`config.mk`:
```
export PLATFORM = sky130hd
export DESIGN_NAME = srx_framing_ctrl
export DESIGN_NICKNAME = d
export VERILOG_FILES = /design/src/srx_pkg.sv /design/src/srx_bist_checker.sv /design/src/srx_framing_ctrl.sv /design/src/srx_symbol_decoder.sv
export VERILOG_INCLUDE_DIRS = /design/src
export SDC_FILE = /design/constraint.sdc
export NUM_CORES = 1
export LEC_CHECK = 0
export ABC_AREA = 1
export BUFFER_PORTS_ARGS = -buffer_cell sky130_fd_sc_hd__buf_4
export CORE_MARGIN = 5
export CORE_UTILIZATION = 62
export DETAILED_ROUTE_END_ITERATION = 8
export PLACE_DENSITY = 0.89
export SLEW_MARGIN = 20
export SYNTH_ARGS = -nofsm -noshare
export SYNTH_HDL_FRONTEND = slang
export SYNTH_SLANG_ARGS = --single-unit
```
`constraint.sdc`:
```
create_clock -name core_clk -period 7.6 [get_ports core_clk]
set_input_delay 1.52 -clock core_clk [delete_from_list [all_inputs] [get_ports core_clk]]
set_output_delay 1.52 -clock core_clk [all_outputs]
set_load 0.05 [all_outputs]
```
`src/srx_params.svh`:
```
// constants of the serial receiver framing and mode control block
`ifndef SRX_PARAMS_SVH
`define SRX_PARAMS_SVH
// register byte addresses
`define SRX_ADDR_CTRL 8'h00
`define SRX_ADDR_STATE 8'h04
`define SRX_ADDR_IRQ_STAT 8'h08
`define SRX_ADDR_IRQ_MASK 8'h0C
`define SRX_ADDR_BIST_ERR 8'h10
// fields
`define SRX_CTRL_RX_EN 0
`define SRX_CTRL_RESET 32'h0000_0001
`define SRX_IRQ_RESET 4'h0
`define SRX_EV_VIOL 0
`define SRX_EV_REALIGN 1
`define SRX_EV_LOOP 2
`define SRX_EV_BIST_ERR 3
// mode pin levels
`define SRX_MODE_DECODE 2'h0
`define SRX_MODE_RAW 2'h1
`define SRX_MODE_TEST 2'h2
// symbols and counts
`define SRX_COMMA_NEG 10'h0FA
`define SRX_COMMA_POS 10'h305
`define SRX_NULL_BYTE 8'hBC
`define SRX_LOOP_START_BYTE 8'h00
`define SRX_SYM_BITS 10
`define SRX_DOUBLE_BYTE_COUNT 2048
`define SRX_BIST_LOOP_LEN 511
`define SRX_BIST_SEED 9'h1FF
`define SRX_BYTE_CLK_HIGH 5
`endif

```
`src/srx_pkg.sv`:
```
// types shared by the serial receiver files
package srx_pkg;
  typedef logic [1:0] srx_mode_t;
  typedef enum logic [1:0] {SRX_BIST_IDLE, SRX_BIST_WAIT, SRX_BIST_RUN}
    srx_bist_state_e;
endpackage

```
`src/srx_bist_checker.sv`:
```
// expected byte generator for the receiver self-test loop
`timescale 1ns/1ns
`include "srx_params.svh"
module srx_bist_checker
  import srx_pkg::*;
#(
  parameter int LOOP_LEN = `SRX_BIST_LOOP_LEN
)
(
  // clock and reset
  input wire logic core_clk,
  input wire logic rstn,
  // control
  input wire logic start,
  input wire logic advance,
  // expectation for the current byte
  output logic [7:0] expByte,
  output logic loopLast
);
  logic [8:0] lfsr_reg;
  logic [8:0] lfsr_next;
  logic [8:0] idx_reg;
  logic [8:0] idx_next;

  always_comb
  begin
    lfsr_next = lfsr_reg;
    idx_next = idx_reg;
    if (start)
    begin
      // the loop marker itself was index zero
      idx_next = 9'h001;
      lfsr_next = `SRX_BIST_SEED;
    end
    else if (advance)
    begin
      if (idx_reg == 9'(LOOP_LEN - 1))
      begin
        idx_next = 9'h000;
        lfsr_next = `SRX_BIST_SEED;
      end
      else
      begin
        idx_next = idx_reg + 9'h001;
        lfsr_next = {lfsr_reg[7:0], lfsr_reg[8] ^ lfsr_reg[4]};
      end
    end
  end

  always_ff @(posedge core_clk)
  begin
    if (!rstn)
    begin
      lfsr_reg <= `SRX_BIST_SEED;
      idx_reg <= 9'h000;
    end
    else
    begin
      lfsr_reg <= lfsr_next;
      idx_reg <= idx_next;
    end
  end

  assign expByte = (idx_reg == 9'h000) ? `SRX_LOOP_START_BYTE
                                       : lfsr_reg[7:0];
  assign loopLast = (idx_reg == 9'(LOOP_LEN - 1));
endmodule

```
`src/srx_framing_ctrl.sv`:
```
// serial receiver framing, mode control, self-test and register port
//
// Added by the designer: the address-and-strobe port and the register offsets.
`timescale 1ns/1ns
`include "srx_params.svh"
module srx_framing_ctrl
  import srx_pkg::*;
#(
  parameter int DBL_BYTES = `SRX_DOUBLE_BYTE_COUNT,
  parameter int LOOP_LEN = `SRX_BIST_LOOP_LEN
)
(
  // clock and reset
  input wire logic core_clk,
  input wire logic rstn,
  // serial inputs
  input wire logic serialInFirst,
  input wire logic serialInSecondP,
  input wire logic serialInSecondN,
  input wire logic lineSelect,
  // control pins
  input wire logic reframeEnable,
  input wire srx_mode_t modeSel,
  input wire logic selfTestEnableN,
  input wire logic statusStrapIn,
  // status pin
  output logic statusOut,
  output logic statusOutEn,
  // parallel side
  output logic [7:0] parallelOut,
  output logic specialCharFlag,
  output logic violationFlag,
  output logic readyN,
  output logic recoveredByteClock,
  // register port
  input wire logic [7:0] regAddr,
  input wire logic [31:0] regWdata,
  input wire logic regWr,
  input wire logic regRd,
  output logic [31:0] regRdata,
  output logic irq
);

  // ************************************************
  // strap and status translation
  // ************************************************
  logic strapDone_reg;
  logic strapDone_next;
  logic translator_reg;
  logic translator_next;
  logic statusOut_reg;
  logic statusOut_next;

  always_comb
  begin
    strapDone_next = 1'b1;
    translator_next = translator_reg;
    // strap is caught once, in the first cycle after reset release
    if (!strapDone_reg)
    begin
      translator_next = ~statusStrapIn;
    end
    statusOut_next = translator_reg & serialInSecondN;
  end

  always_ff @(posedge core_clk)
  begin
    if (!rstn)
    begin
      strapDone_reg <= 1'b0;
      translator_reg <= 1'b0;
      statusOut_reg <= 1'b0;
    end
    else
    begin
      strapDone_reg <= strapDone_next;
      translator_reg <= translator_next;
      statusOut_reg <= statusOut_next;
    end
  end

  assign statusOut = statusOut_reg;
  // a strapped pin is held at supply, so we must not fight it
  assign statusOutEn = translator_reg;

  // ************************************************
  // bit shifter and framer
  // ************************************************
  logic [9:0] shift_reg;
  logic [9:0] shift_next;
  logic [3:0] bitCnt_reg;
  logic [3:0] bitCnt_next;
  logic [3:0] commaAge_reg;
  logic [3:0] commaAge_next;
  logic [11:0] rfRun_reg;
  logic [11:0] rfRun_next;
  logic dbl_reg;
  logic dbl_next;
  logic testPrev_reg;
  logic [9:0] sym_reg;
  logic [9:0] sym_next;
  logic symStb_reg;
  logic symStb_next;
  logic bitEn;
  logic serialBit;
  logic isComma;
  logic realign;
  logic evRealign;
  logic testMode;

  assign testMode = (modeSel == `SRX_MODE_TEST);

  always_comb
  begin
    // test clock edge paces the shifter instead of the own bit clock
    bitEn = testMode ? (serialInSecondP & ~testPrev_reg) : 1'b1;
    serialBit = (lineSelect || testMode) ? serialInFirst : serialInSecondP;
    shift_next = shift_reg;
    bitCnt_next = bitCnt_reg;
    commaAge_next = commaAge_reg;
    sym_next = sym_reg;
    symStb_next = 1'b0;
    rfRun_next = rfRun_reg;
    dbl_next = dbl_reg;
    isComma = 1'b0;
    realign = 1'b0;
    evRealign = 1'b0;
    if (bitEn)
    begin
      shift_next = {shift_reg[8:0], serialBit};
      isComma = (shift_next == `SRX_COMMA_NEG) ||
                (shift_next == `SRX_COMMA_POS);
      commaAge_next = isComma ? 4'h0 :
        ((commaAge_reg == 4'hF) ? 4'hF : commaAge_reg + 4'h1);
      // double-byte mode needs two commas one symbol apart
      realign = reframeEnable && isComma &&
                (!dbl_reg || commaAge_reg == 4'h9);
      if (realign || bitCnt_reg == 4'(`SRX_SYM_BITS - 1))
      begin
        evRealign = realign && bitCnt_reg != 4'(`SRX_SYM_BITS - 1);
        bitCnt_next = 4'h0;
        sym_next = shift_next;
        symStb_next = 1'b1;
      end
      else
      begin
        bitCnt_next = bitCnt_reg + 4'h1;
      end
    end
    if (!reframeEnable)
    begin
      rfRun_next = 12'h000;
      dbl_next = 1'b0;
    end
    else if (symStb_next)
    begin
      if (rfRun_reg == 12'(DBL_BYTES - 1))
      begin
        dbl_next = 1'b1;
      end
      else
      begin
        rfRun_next = rfRun_reg + 12'h001;
      end
    end
  end

  always_ff @(posedge core_clk)
  begin
    if (!rstn)
    begin
      shift_reg <= 10'h000;
      bitCnt_reg <= 4'h0;
      commaAge_reg <= 4'hF;
      rfRun_reg <= 12'h000;
      dbl_reg <= 1'b0;
      testPrev_reg <= 1'b0;
      sym_reg <= 10'h000;
      symStb_reg <= 1'b0;
    end
    else
    begin
      shift_reg <= shift_next;
      bitCnt_reg <= bitCnt_next;
      commaAge_reg <= commaAge_next;
      rfRun_reg <= rfRun_next;
      dbl_reg <= dbl_next;
      testPrev_reg <= serialInSecondP;
      sym_reg <= sym_next;
      symStb_reg <= symStb_next;
    end
  end

  // ************************************************
  // parallel outputs and self-test
  // ************************************************
  logic [7:0] decByte;
  logic decSpecial;
  logic decViol;
  logic [7:0] expByte;
  logic loopLast;
  logic bistStart;
  logic bistAdv;
  srx_bist_state_e bist_reg;
  srx_bist_state_e bist_next;
  logic [7:0] pout_reg;
  logic [7:0] pout_next;
  logic sc_reg;
  logic sc_next;
  logic viol_reg;
  logic viol_next;
  logic rdyN_reg;
  logic rdyN_next;
  logic bclk_reg;
  logic bclk_next;
  logic pend_reg;
  logic pend_next;
  logic outStb;
  logic rxEnable;
  logic evViol;
  logic evLoop;
  logic evBistErr;

  srx_symbol_decoder u_dec (
    .symbol(sym_reg),
    .dataByte(decByte),
    .special(decSpecial),
    .violation(decViol)
  );

  srx_bist_checker #(.LOOP_LEN(LOOP_LEN)) u_bist (
    .core_clk(core_clk),
    .rstn(rstn),
    .start(bistStart),
    .advance(bistAdv),
    .expByte(expByte),
    .loopLast(loopLast)
  );

  always_comb
  begin
    pout_next = pout_reg;
    sc_next = sc_reg;
    viol_next = viol_reg;
    rdyN_next = rdyN_reg;
    bist_next = bist_reg;
    bistStart = 1'b0;
    bistAdv = 1'b0;
    evViol = 1'b0;
    evLoop = 1'b0;
    evBistErr = 1'b0;
    bclk_next = bclk_reg;
    pend_next = 1'b0;
    outStb = (symStb_reg || pend_reg) && rxEnable;
    if (bitEn && bitCnt_reg == 4'(`SRX_BYTE_CLK_HIGH))
    begin
      bclk_next = 1'b0;
    end
    // a realign can cut a symbol short while the byte clock is still high;
    // drop the clock one cycle so the update still rides a rising edge
    if (outStb && bclk_reg)
    begin
      outStb = 1'b0;
      pend_next = 1'b1;
      bclk_next = 1'b0;
    end
    // every output moves together with the byte clock rising edge
    if (outStb)
    begin
      bclk_next = 1'b1;
      if (modeSel == `SRX_MODE_RAW)
      begin
        for (int i = 0; i < 8; i++)
        begin
          pout_next[i] = sym_reg[8 - i];
        end
        sc_next = sym_reg[9];
        viol_next = sym_reg[0];
        rdyN_next = 1'b0;
        bist_next = SRX_BIST_IDLE;
      end
      else
      begin
        pout_next = decByte;
        sc_next = decSpecial;
        viol_next = decViol;
        evViol = decViol;
        // null pad bytes give no ready pulse, except in the self-test run state where readyN follows loopLast
        rdyN_next = decSpecial && decByte == `SRX_NULL_BYTE;
        if (selfTestEnableN)
        begin
          bist_next = SRX_BIST_IDLE;
        end
        else
        begin
          unique case (bist_reg)
            SRX_BIST_IDLE:
            begin
              bist_next = SRX_BIST_WAIT;
              rdyN_next = 1'b1;
            end
            SRX_BIST_WAIT:
            begin
              rdyN_next = 1'b1;
              if (!decSpecial && !decViol &&
                  decByte == `SRX_LOOP_START_BYTE)
              begin
                bist_next = SRX_BIST_RUN;
                bistStart = 1'b1;
                rdyN_next = 1'b0;
              end
            end
            SRX_BIST_RUN:
            begin
              bistAdv = 1'b1;
              viol_next = decViol || decByte != expByte;
              evBistErr = viol_next;
              evViol = 1'b0;
              rdyN_next = loopLast;
              evLoop = loopLast;
            end
          endcase
        end
      end
    end
  end

  always_ff @(posedge core_clk)
  begin
    if (!rstn)
    begin
      pout_reg <= 8'h00;
      sc_reg <= 1'b0;
      viol_reg <= 1'b0;
      rdyN_reg <= 1'b1;
      bclk_reg <= 1'b0;
      pend_reg <= 1'b0;
      bist_reg <= SRX_BIST_IDLE;
    end
    else
    begin
      pout_reg <= pout_next;
      sc_reg <= sc_next;
      viol_reg <= viol_next;
      rdyN_reg <= rdyN_next;
      bclk_reg <= bclk_next;
      pend_reg <= pend_next;
      bist_reg <= bist_next;
    end
  end

  assign parallelOut = pout_reg;
  assign specialCharFlag = sc_reg;
  assign violationFlag = viol_reg;
  assign readyN = rdyN_reg;
  assign recoveredByteClock = bclk_reg;

  // ************************************************
  // register port and interrupt
  // ************************************************
  logic [31:0] ctrl_reg;
  logic [31:0] ctrl_next;
  logic [3:0] irqStat_reg;
  logic [3:0] irqStat_next;
  logic [3:0] irqMask_reg;
  logic [3:0] irqMask_next;
  logic [15:0] bistErr_reg;
  logic [15:0] bistErr_next;
  logic [31:0] rdata_reg;
  logic [31:0] rdata_next;
  logic [3:0] events;

  assign rxEnable = ctrl_reg[`SRX_CTRL_RX_EN];

  always_comb
  begin
    events = 4'h0;
    events[`SRX_EV_VIOL] = evViol;
    events[`SRX_EV_REALIGN] = evRealign;
    events[`SRX_EV_LOOP] = evLoop;
    events[`SRX_EV_BIST_ERR] = evBistErr;
    ctrl_next = ctrl_reg;
    irqMask_next = irqMask_reg;
    irqStat_next = irqStat_reg;
    bistErr_next = bistErr_reg;
    rdata_next = 32'h0000_0000;
    if (regWr)
    begin
      if (regAddr == `SRX_ADDR_CTRL)
      begin
        ctrl_next = {31'h0000_0000, regWdata[`SRX_CTRL_RX_EN]};
      end
      if (regAddr == `SRX_ADDR_IRQ_MASK)
      begin
        irqMask_next = regWdata[3:0];
      end
      if (regAddr == `SRX_ADDR_IRQ_STAT)
      begin
        irqStat_next = irqStat_reg & ~regWdata[3:0];
      end
      if (regAddr == `SRX_ADDR_BIST_ERR)
      begin
        bistErr_next = 16'h0000;
      end
    end
    // a new event wins over a clear in the same cycle
    irqStat_next = irqStat_next | events;
    if (evBistErr && bistErr_next != 16'hFFFF)
    begin
      bistErr_next = bistErr_next + 16'h0001;
    end
    if (regRd)
    begin
      unique case (regAddr)
        `SRX_ADDR_CTRL: rdata_next = ctrl_reg;
        `SRX_ADDR_STATE: rdata_next = {25'h0, translator_reg, dbl_reg,
          bist_reg == SRX_BIST_RUN, bist_reg == SRX_BIST_WAIT,
          1'b0, modeSel};
        `SRX_ADDR_IRQ_STAT: rdata_next = {28'h0, irqStat_reg};
        `SRX_ADDR_IRQ_MASK: rdata_next = {28'h0, irqMask_reg};
        `SRX_ADDR_BIST_ERR: rdata_next = {16'h0, bistErr_reg};
        default: rdata_next = 32'h0000_0000;
      endcase
    end
  end

  always_ff @(posedge core_clk)
  begin
    if (!rstn)
    begin
      ctrl_reg <= `SRX_CTRL_RESET;
      irqStat_reg <= `SRX_IRQ_RESET;
      irqMask_reg <= `SRX_IRQ_RESET;
      bistErr_reg <= 16'h0000;
      rdata_reg <= 32'h0000_0000;
    end
    else
    begin
      ctrl_reg <= ctrl_next;
      irqStat_reg <= irqStat_next;
      irqMask_reg <= irqMask_next;
      bistErr_reg <= bistErr_next;
      rdata_reg <= rdata_next;
    end
  end

  assign regRdata = rdata_reg;
  assign irq = |(irqStat_reg & irqMask_reg);
endmodule

```
`src/srx_symbol_decoder.sv`:
```
// ten-bit to byte decoder for one received symbol
`timescale 1ns/1ns
module srx_symbol_decoder
  import srx_pkg::*;
(
  // symbol, bit a in the msb
  input wire logic [9:0] symbol,
  // decoded result
  output logic [7:0] dataByte,
  output logic special,
  output logic violation
);
  localparam logic [5:0] TBL6 [32] = '{
    6'h27, 6'h1D, 6'h2D, 6'h31, 6'h35, 6'h29, 6'h19, 6'h38,
    6'h39, 6'h25, 6'h15, 6'h34, 6'h0D, 6'h2C, 6'h1C, 6'h17,
    6'h1B, 6'h23, 6'h13, 6'h32, 6'h0B, 6'h2A, 6'h1A, 6'h3A,
    6'h33, 6'h26, 6'h16, 6'h36, 6'h0E, 6'h2E, 6'h1E, 6'h2B};
  localparam logic [3:0] TBL4 [8] = '{
    4'hB, 4'h9, 4'h5, 4'hC, 4'hD, 4'hA, 4'h6, 4'hE};

  function automatic logic [2:0] ones6(input logic [5:0] v);
    logic [2:0] n;
    n = 3'h0;
    for (int i = 0; i < 6; i++)
    begin
      n = n + {2'h0, v[i]};
    end
    return n;
  endfunction

  logic [5:0] s6;
  logic [3:0] s4;
  logic ok6;
  logic ok4;
  logic [4:0] x5;
  logic [2:0] y3;

  always_comb
  begin
    s6 = symbol[9:4];
    s4 = symbol[3:0];
    ok6 = 1'b0;
    ok4 = 1'b0;
    x5 = 5'h00;
    y3 = 3'h0;
    special = 1'b0;
    for (int i = 0; i < 32; i++)
    begin
      if (s6 == TBL6[i] || (s6 == ~TBL6[i] &&
          (ones6(TBL6[i]) != 3'h3 || i == 7)))
      begin
        x5 = 5'(i);
        ok6 = 1'b1;
      end
    end
    // comma-class control symbols; positive disparity flips the tail
    if (s6 == 6'h0F || s6 == 6'h30)
    begin
      x5 = 5'h1C;
      ok6 = 1'b1;
      special = 1'b1;
      if (s6 == 6'h30)
      begin
        s4 = ~s4;
      end
    end
    for (int j = 0; j < 8; j++)
    begin
      if (s4 == TBL4[j] ||
          (s4 == ~TBL4[j] && (j == 0 || j == 3 || j == 4 || j == 7)))
      begin
        y3 = 3'(j);
        ok4 = 1'b1;
      end
    end
    if (s4 == 4'h7 || s4 == 4'h8)
    begin
      y3 = 3'h7;
      ok4 = 1'b1;
    end
    dataByte = {y3, x5};
    violation = ~(ok6 & ok4);
  end
endmodule
```
* Yosys cells after proc, flatten, opt, wreduce, memory -nomap -nowiden
Cells that the tools add are included.
** Operators by class
- Bitwise operators :: 14
- Add/subtract/negate cells :: 5
- Muxes and demuxes :: 145
- Reduce and logical (&&, ||, !) cells :: 55
- Equality and inequality tests :: 83
** Operators by type and width (count)
- 5-bit 2-to-1 mux :: 31
- 6-bit == test (second input constant) :: 24
- 1-bit 2-to-1 mux :: 87
- 6-bit by 5-bit == test with 1-bit output (second input constant) :: 14
- 16-bit one-hot mux with 5 select lines :: 1
- 16-bit 2-to-1 mux :: 3
- 6-bit by 4-bit == test with 1-bit output (second input constant) :: 7
- 4-bit == test (second input constant) :: 10
- 4-bit 2-to-1 mux :: 7
- 1-bit logical OR :: 26
- 4-bit by 3-bit == test with 1-bit output (second input constant) :: 5
- 6-bit by 3-bit == test with 1-bit output (second input constant) :: 3
- 9-bit 2-to-1 mux :: 2
- 16-bit by 1-bit adder with 16-bit output (second input constant) :: 1
- 8-bit by 4-bit == test with 1-bit output (second input constant) :: 2
- 8-bit logical NOT :: 2
- 8-bit 2-to-1 mux :: 2
- 16-bit inequality test (second input constant) :: 1
- 3-bit 2-to-1 mux :: 5
- 2-bit AND reduction :: 7
- 12-bit by 1-bit adder with 12-bit output (second input constant) :: 1
- 12-bit by 11-bit == test with 1-bit output (second input constant) :: 1
- 10-bit == test (second input constant) :: 1
- 10-bit by 8-bit == test with 1-bit output (second input constant) :: 1
- other kinds (31) :: 58
** Storage, ports and cells
- Output and inout port bits :: 47
- Register bits after elaboration :: 135
- Bits of input ports :: 53
- Word-level logic and storage cells :: 328

* Depth between registers and ports, before layout
Gate-level depths: netlist of run 1.
- Word-level depth :: 44
- Gate-level depth with buffers :: 22
- Mapped depth without buffers :: 22

* Hierarchy
From an unflattened synthesis of run 1, not the netlist that was laid out.
** Unflattened totals
- Cells, all modules :: 1035
- Area, all modules :: 7110.6 um^2
** By module, submodules not included
- srx_framing_ctrl :: instances 1, area an instance 5372.7 um^2, cells an instance 751, sequential area each 2021.9 um^2
- srx_bist_checker :: instances 1, area an instance 942.2 um^2, cells an instance 136, sequential area each 360.3 um^2
- srx_symbol_decoder :: instances 1, area an instance 795.8 um^2, cells an instance 148, sequential area each 0.0 um^2

* Worst setup path before layout of run 1
No wires, ideal clock.
- Path kind :: input -> register
- From :: input regAddr[5]
- To :: register bistErr_reg[9]
- Stages on the path :: 15
- Path buffers :: 1
- Setup slack :: 3.833 ns
- Library setup time :: 0.069 ns
- Required time :: 7.531 ns
- Arrival time :: 3.698 ns
- Cell sequence :: nor3_1 > inv_1 > nor2_1 > nand2_1 > nor2_2 > nor2_1 > ha_1 > nand2_1 > nor2_1 > nand2_1 > nor4_1 > nand4_1 > clkbuf_1 > nand4_1 > a21oi_2
** On the way
- Cells in the longest elaborated chain, start to end :: 6
- Elaborated cells on any way between the ends :: 7
- Those cells by class :: add/sub (1); eq/ne (2); mux (3); reduce/logical (1)
** Ends and longest elaborated chain
- from (decl) :: line srx_framing_ctrl.sv:36 : input wire logic [7:0] regAddr,
- 8-bit by 5-bit == test with 1-bit output *
- 16-bit 2-to-1 mux * :: line srx_framing_ctrl.sv:401 : if (regAddr == `SRX_ADDR_BIST_ERR)
- 16-bit 2-to-1 mux * :: line srx_framing_ctrl.sv:387 : if (regWr)
- branches (longest 2 deep; another with 16-bit by 1-bit adder with 16-bit output)
- 16-bit 2-to-1 mux * :: line srx_framing_ctrl.sv:408 : if (evBistErr && bistErr_next != 16'hFFFF)
- to (signal assigned) :: line srx_framing_ctrl.sv:442 : bistErr_reg <= bistErr_next;
- to (decl) :: line srx_framing_ctrl.sv:367 : logic [15:0] bistErr_reg;
Mark *: on every way between the ends.
A chain may end at the register's enable or synchronous reset.

* Final worst setup path of run 1
- From :: input regAddr[1]
- To :: register bistErr_reg[5]
The elaborated chain is that of the path after synthesis.

==> results.ini, run 1 <==
[final_layout]
layout_common_cells = 204 x nand2_1, 130 x nor2_1, 119 x dfxtp_1, 117 x inv_1
final_common_cell = nand2_1
fin_nets = 1130
drive_gt1_share_pct = 12.5
area_delta_synth_final_pct = 14.0
antenna_cells = 0

[synthesis]
ys_types = 46
synth_cells = 1015
synth_area_sq_um = 6820
synth_edf_count = 0
syn_area_per_cell_sq_um = 6.72
ys_seq_elements = 119
async_flop_share_pct = 0
synth-seq-area-share_pct = 34.9
yosysWarnings = 0
dominantRegCellSynth = dfxtp_1

[route]
post-route-drc-count = 0
wl_per_cell_um = 14.7
vias_per_cell = 5.72
drtIter0Drc = 737
wirelength_mm = 17.9
vias = 6965
firstDrtPassIters = 5
postRouteAntennaNets = 0

[worst_setup_path]
crit_buf_inv = 1
critPathMaxStageDelay_ns = 0.71
cp_cell_sequence = buf_4, nor2_1, nand2_1, nor2_1, nand2_1, nor2_2, nor2_1, ha_1, nand2_1, nor2_1, nand2_1, nor4_1, nand4_1, nand3_4, nand2_1, a21oi_1
crit_arrival_ns = 5.35
endpoint_kind = flip-flop
r2r-start = sym_reg[9]
critPathTopFamily = simple AND/OR/NAND/NOR gates
ff2ff_setup_slack_ns = 4.11
slowest_stage = nand4_1
crit_cells = 16
startpoint_type = primary input
r2r-end = bistErr_reg[5]
crit_type = in2reg
r2r_cells = 17
crit_top_cell = nand2_1
critPathMaxFanout = 17
required_ns = 8.06

[pwr]
p_leak_nw = 3.20
power.density_nw_per_um2 = 196
worst_ir_drop_vdd_mv = 0.148

[floorplanning]
start_util_pct = 63.2
row_count = 38
core_area_sq_um = 10800
die_area_sq_um = 13200
die_h_um = 115
die_x_um = 115
io_pins = 100

[sta]
fin_crit_ns = 4.89
tightest_slew_ns = 0.816
setup_viol = 0
max_freq_ghz = 0.204
max_slew_margin_pct = 45.5
rsz0062_at_grt = false
finalClockSkew_ns = 0.0125
whs_ns = 0.452
report.final.slew_viol_count = 0
hold_viol = 0
setup_tns_ns = 0
post-route-period-util_pct = 64.4

[min_path]
hp-class = reg2reg
hold_path_end = regRdata[11]
holdPathStages = 2
hold_start = bistErr_reg[11]

[clocking]
ctsHoldBuffers = 0
post_cts_resized = 0
clock_path_buffers = 2
clkTransAtPathRegs_ns = 0.06
post_cts_buffers = 0
insertion_delay_ns = 0.54
cts.sinks = 119
cts_root_buf = clkbuf_8
cts_made_buffers = 17
cts_tree = done
htree_levels = 4

[global_routing]
grt_pass1_vias = 6444
gr-usage-all-layers_pct = 27.9
antenna_found_initial = 0
grt_max_degree = 48
grt.overflow.total = 0
grt_pass1_wl_mm = 30.1

[placement]
dpl.hpwl_mm = 12.5
gp_congestion = 0.971
portBuffers = 55

[job]
max_cap_violations = 0

[status]
status = finished clean

-- tightest hold or removal path, delay by kind of cell, from the launching register on --
family / cells / cell delay (ns)
buf+inv: 1 / 0.06
flops: 1 / 0.29
simple gates: 1 / 0.05
-- power by group --
group	total [mW]	internal (mW)	leakage, nW	switching, mW
Clock	0.734	0.447	0.262	0.287
Combinational	0.133	0.0381	1.97	0.0945
Sequential	0.654	0.638	0.964	0.0156
Total	1.52	1.12	3.20	0.397
-- cells in the mapped netlist (4+ instances only) --
library cell / instances / area, sq um
nor3_1: 31 / 155
a21oi_2: 5 / 43.8
o31ai_1: 9 / 67.6
o21ai_1: 10 / 50.1
ha_1: 12 / 150
clkbuf_1: 19 / 71.3
nor2_1: 131 / 492
nand3_1: 60 / 300
nor4_1: 6 / 37.5
a211oi_1: 6 / 45.0
xor2_1: 21 / 184
a31oi_1: 5 / 31.3
inv_1: 117 / 439
dfxtp_1: 119 / 2380
nand4_1: 45 / 282
nand2_1: 204 / 766
nor2_4: 5 / 56.3
o21ai_0: 56 / 280
o22ai_1: 4 / 25.0
nor2_2: 12 / 75.1
buf_4: 19 / 143
inv_2: 13 / 48.8
a21oi_1: 60 / 300
o211ai_1: 9 / 67.6
-- routing by layer --
layer	vias up	global-route usage (%)	wire (um)
met5	-	0	0
met4	0	10.4	441
li1	3415	-	-
met3	51	7.11	1420
met2	291	43.9	8390
met1	3208	36.9	7690
-- layout make-up --
class / count / area, sq um
Clock buffer: 23 / 457
Multi-Input combinational cell: 737 / 3750
Tap cell: 140 / 175
Sequential cell: 119 / 2380
Inverter: 132 / 500
Clock inverter: 8 / 75.1
Fill cell: 799 / 3020
Timing Repair Buffer: 58 / 435
-- how the worst max path moves through the flow --
stage | startpoint | to | slack (ns)
after floorplan | regAddr[5] | bistErr_reg[9] | 3.83
after global placement | regAddr[1] | bistErr_reg[6] | 2.48
after detailed placement | regAddr[1] | bistErr_reg[15] | 2.44
after CTS | regAddr[1] | bistErr_reg[15] | 2.95
after global routing | regAddr[1] | bistErr_reg[15] | 2.49
final | regAddr[1] | bistErr_reg[5] | 2.71
-- through the flow --
stage	cells	power [mW]	cell area, sq um	utilization (%)	setup WS (ns)
floorplan	1030	0.767	6870	-	3.83
global placement	1186	0.792	7230	67.0	2.48
detailed placement	1186	0.795	7230	67.0	2.44
CTS	1217	1.52	7760	71.9	2.95
global route	1217	1.57	7770	72.0	2.49
finish	1217	1.52	7770	72.0	2.71
-- cells by family (layout without fill, tap and decap cells) --
group / after synthesis / after routing / share of synthesized area [%]
DFF: 119 / 119 / 34.9
adders and majority gates: 12 / 12 / 2.20
other: 1 / 16 / 0.0550
buffers and inverters: 174 / 221 / 11.0
and+or+nand+nor: 514 / 514 / 34.4
xor gates and xnor gates: 24 / 24 / 3.08
AOI/OAI and AO/OA: 171 / 171 / 14.2
No activity file was read; power rests on OpenSTA's default activity.
==> run 2: changes to the inputs <==
Settings changed: CORE_UTILIZATION 62 to 58, PLACE_DENSITY 0.89 to 0.84.
Clock period 7.6 ns to 5 ns, I/O delays scaled along.
==> run 2 against run 1 <==
Compared with the run above: via count down 0.30%; sequential cell count unchanged; final cell count is 0.66% higher.
==> results.ini, run 2 (same netlist as run 1, synthesis figures left out) <==
[floorplanning]
start_util_pct = 59.4  ; -3.7 points
io_pins = 100  ; unchanged
die_h_um = 118  ; +3.1%
row_count = 39  ; +2.6%
die_x_um = 118  ; +3.1%
core_area_sq_um = 11500  ; +6.2%
die_area_sq_um = 14000  ; +6.3%

[worst_setup_path]
ff2ff_setup_slack_ns = 1.42  ; -2.69 ns
slowest_stage = clkinv_1
critPathMaxStageDelay_ns = 0.60  ; -0.11 ns
endpoint_kind = flip-flop
critPathMaxFanout = 22  ; +5
crit_buf_inv = 3  ; +2
r2r_cells = 11  ; -6
startpoint_type = flip-flop
crit_top_cell = nor2_1
cp-startpoint = ctrl_reg[0]
crit_arrival_ns = 3.94  ; -1.41 ns
r2r-start = ctrl_reg[0]
crit_type = reg2reg
cp_cell_sequence = o21ai_0, nor2_1, clkinv_1, nor2_1, inv_1, nor2_2, buf_4, nand3_4, nand2_1, nand2_1, nor2_1
critPathTopFamily = simple AND/OR/NAND/NOR gates
r2r-end = bistErr_reg[0]
required_ns = 5.35  ; -2.71 ns

[sta]
setup_tns_ns = 0  ; unchanged
hold_viol = 0  ; unchanged
fin_crit_ns = 3.58
max_freq_ghz = 0.279
tightest_slew_ns = 1.03  ; +0.219 ns
max_slew_margin_pct = 30.4  ; -15 points
rsz0062_at_grt = false
report.final.slew_viol_count = 0  ; unchanged
post-route-period-util_pct = 71.7
finalClockSkew_ns = 0.00987  ; -0.00261 ns
setup_viol = 0  ; unchanged

[final_layout]
fin_nets = 1134  ; +0.35%
finish.utilization_pct = 68.7  ; -3.3 points
area_delta_synth_final_pct = 15.6
layout_common_cells = 204 x nand2_1, 130 x nor2_1, 119 x dfxtp_1, 117 x inv_1, 62 x buf_4
antenna_cells = 0  ; unchanged
final_common_cell = nand2_1
drive_gt1_share_pct = 13.1  ; +0.59 points

[min_path]
hold_start = bistErr_reg[11]
hp-class = reg2reg
hold_path_end = regRdata[11]
holdPathStages = 2  ; unchanged

[route]
vias_per_cell = 5.67  ; -0.95%
drtIter0Drc = 621  ; -16%
firstDrtPassIters = 5  ; unchanged
wl_per_cell_um = 14.3  ; -3.3%
postRouteAntennaNets = 0  ; unchanged
vias = 6944  ; -0.30%
post-route-drc-count = 0  ; unchanged
wirelength_mm = 17.5  ; -2.6%

[placement]
dpl.hpwl_mm = 12.3  ; -1.4%
portBuffers = 55  ; unchanged
gp_congestion = 0.942  ; -3.0%

[global_routing]
grt_pass1_wl_mm = 29.3  ; -2.4%
grt_max_degree = 48  ; unchanged
antenna_found_initial = 0  ; unchanged
grt_pass1_vias = 6283  ; -2.5%
gr-usage-all-layers_pct = 24.9  ; -3.0 points
grt.overflow.total = 0  ; unchanged

[clocking]
cts.sinks = 119  ; unchanged
insertion_delay_ns = 0.42  ; -0.12 ns
cts_tree = done
cts_root_buf = clkbuf_16
clkTransAtPathRegs_ns = 0.06  ; about the same
htree_levels = 4  ; unchanged
cts_made_buffers = 17  ; unchanged
post_cts_resized = 0  ; unchanged
clock_path_buffers = 2  ; unchanged
ctsHoldBuffers = 0  ; unchanged
post_cts_buffers = 0  ; unchanged

[status]
status = finished clean

[pwr]
worst_ir_drop_vdd_mv = 0.432  ; +190%
p_leak_nw = 3.24  ; +1.4%
power.density_nw_per_um2 = 313  ; +60%

[job]
max_cap_violations = 0  ; unchanged

run 2: where the power goes:
part	internal [mW]	switching (mW)	total [mW]
sequential	0.970	0.0226	0.993
clock	0.801	0.472	1.27
combinational	0.0582	0.142	0.200
total	1.83	0.636	2.47
run 2: how the worst max path moves through the flow:
stage / cells after the start / end
2_1_floorplan: 15 / bistErr_reg[9]
3_3_place_gp: 19 / rfRun_reg[11]
3_5_place_dp: 19 / rfRun_reg[11]
4_1_cts: 11 / bistErr_reg[0]
5_1_grt: 11 / bistErr_reg[0]
6_report: 11 / bistErr_reg[0]
run 2: metal layers:
metal / vias to the layer above / wire length, um / global-route usage (%) / share of wire [%]
met1: 3198 / 7570 / 32.5 / 43
li1: 3433 / - / - / -
met2: 269 / 8250 / 40.2 / 47
met4: 0 / 388 / 9.21 / 2.2
met5: - / 0 / 0 / 0
met3: 44 / 1260 / 5.83 / 7.2
run 2: tightest hold or removal path, cell delays in order, from the launching register on:
cell and delay (ns):
dfxtp_1 0.29, inv_1 0.06, nor3_1 0.05
run 2: stage by stage:
step | std cells | setup WS [ns] | instance area (sq um) | hold slack [ns] | total power, mW
3_5_place_dp | 1193 | 1.32 | 7270 | 0.442 | 1.21
3_3_place_gp | 1193 | 1.38 | 7270 | 0.436 | 1.20
6_report | 1225 | 1.42 | 7880 | 0.447 | 2.47
4_1_cts | 1225 | 1.46 | 7880 | 0.446 | 2.47
5_1_grt | 1225 | 1.08 | 7880 | 0.472 | 2.54
2_1_floorplan | 1030 | 1.75 | 6870 | 0.421 | 1.17
run 2: final cells by class:
type / instances / area, sq um
Clock inverter: 13 / 169
Timing Repair Buffer: 62 / 465
Inverter: 132 / 500
Clock buffer: 19 / 443
Multi-Input combinational cell: 737 / 3740
Sequential cell: 119 / 2380
Tap cell: 143 / 179
Fill cell: 962 / 3590
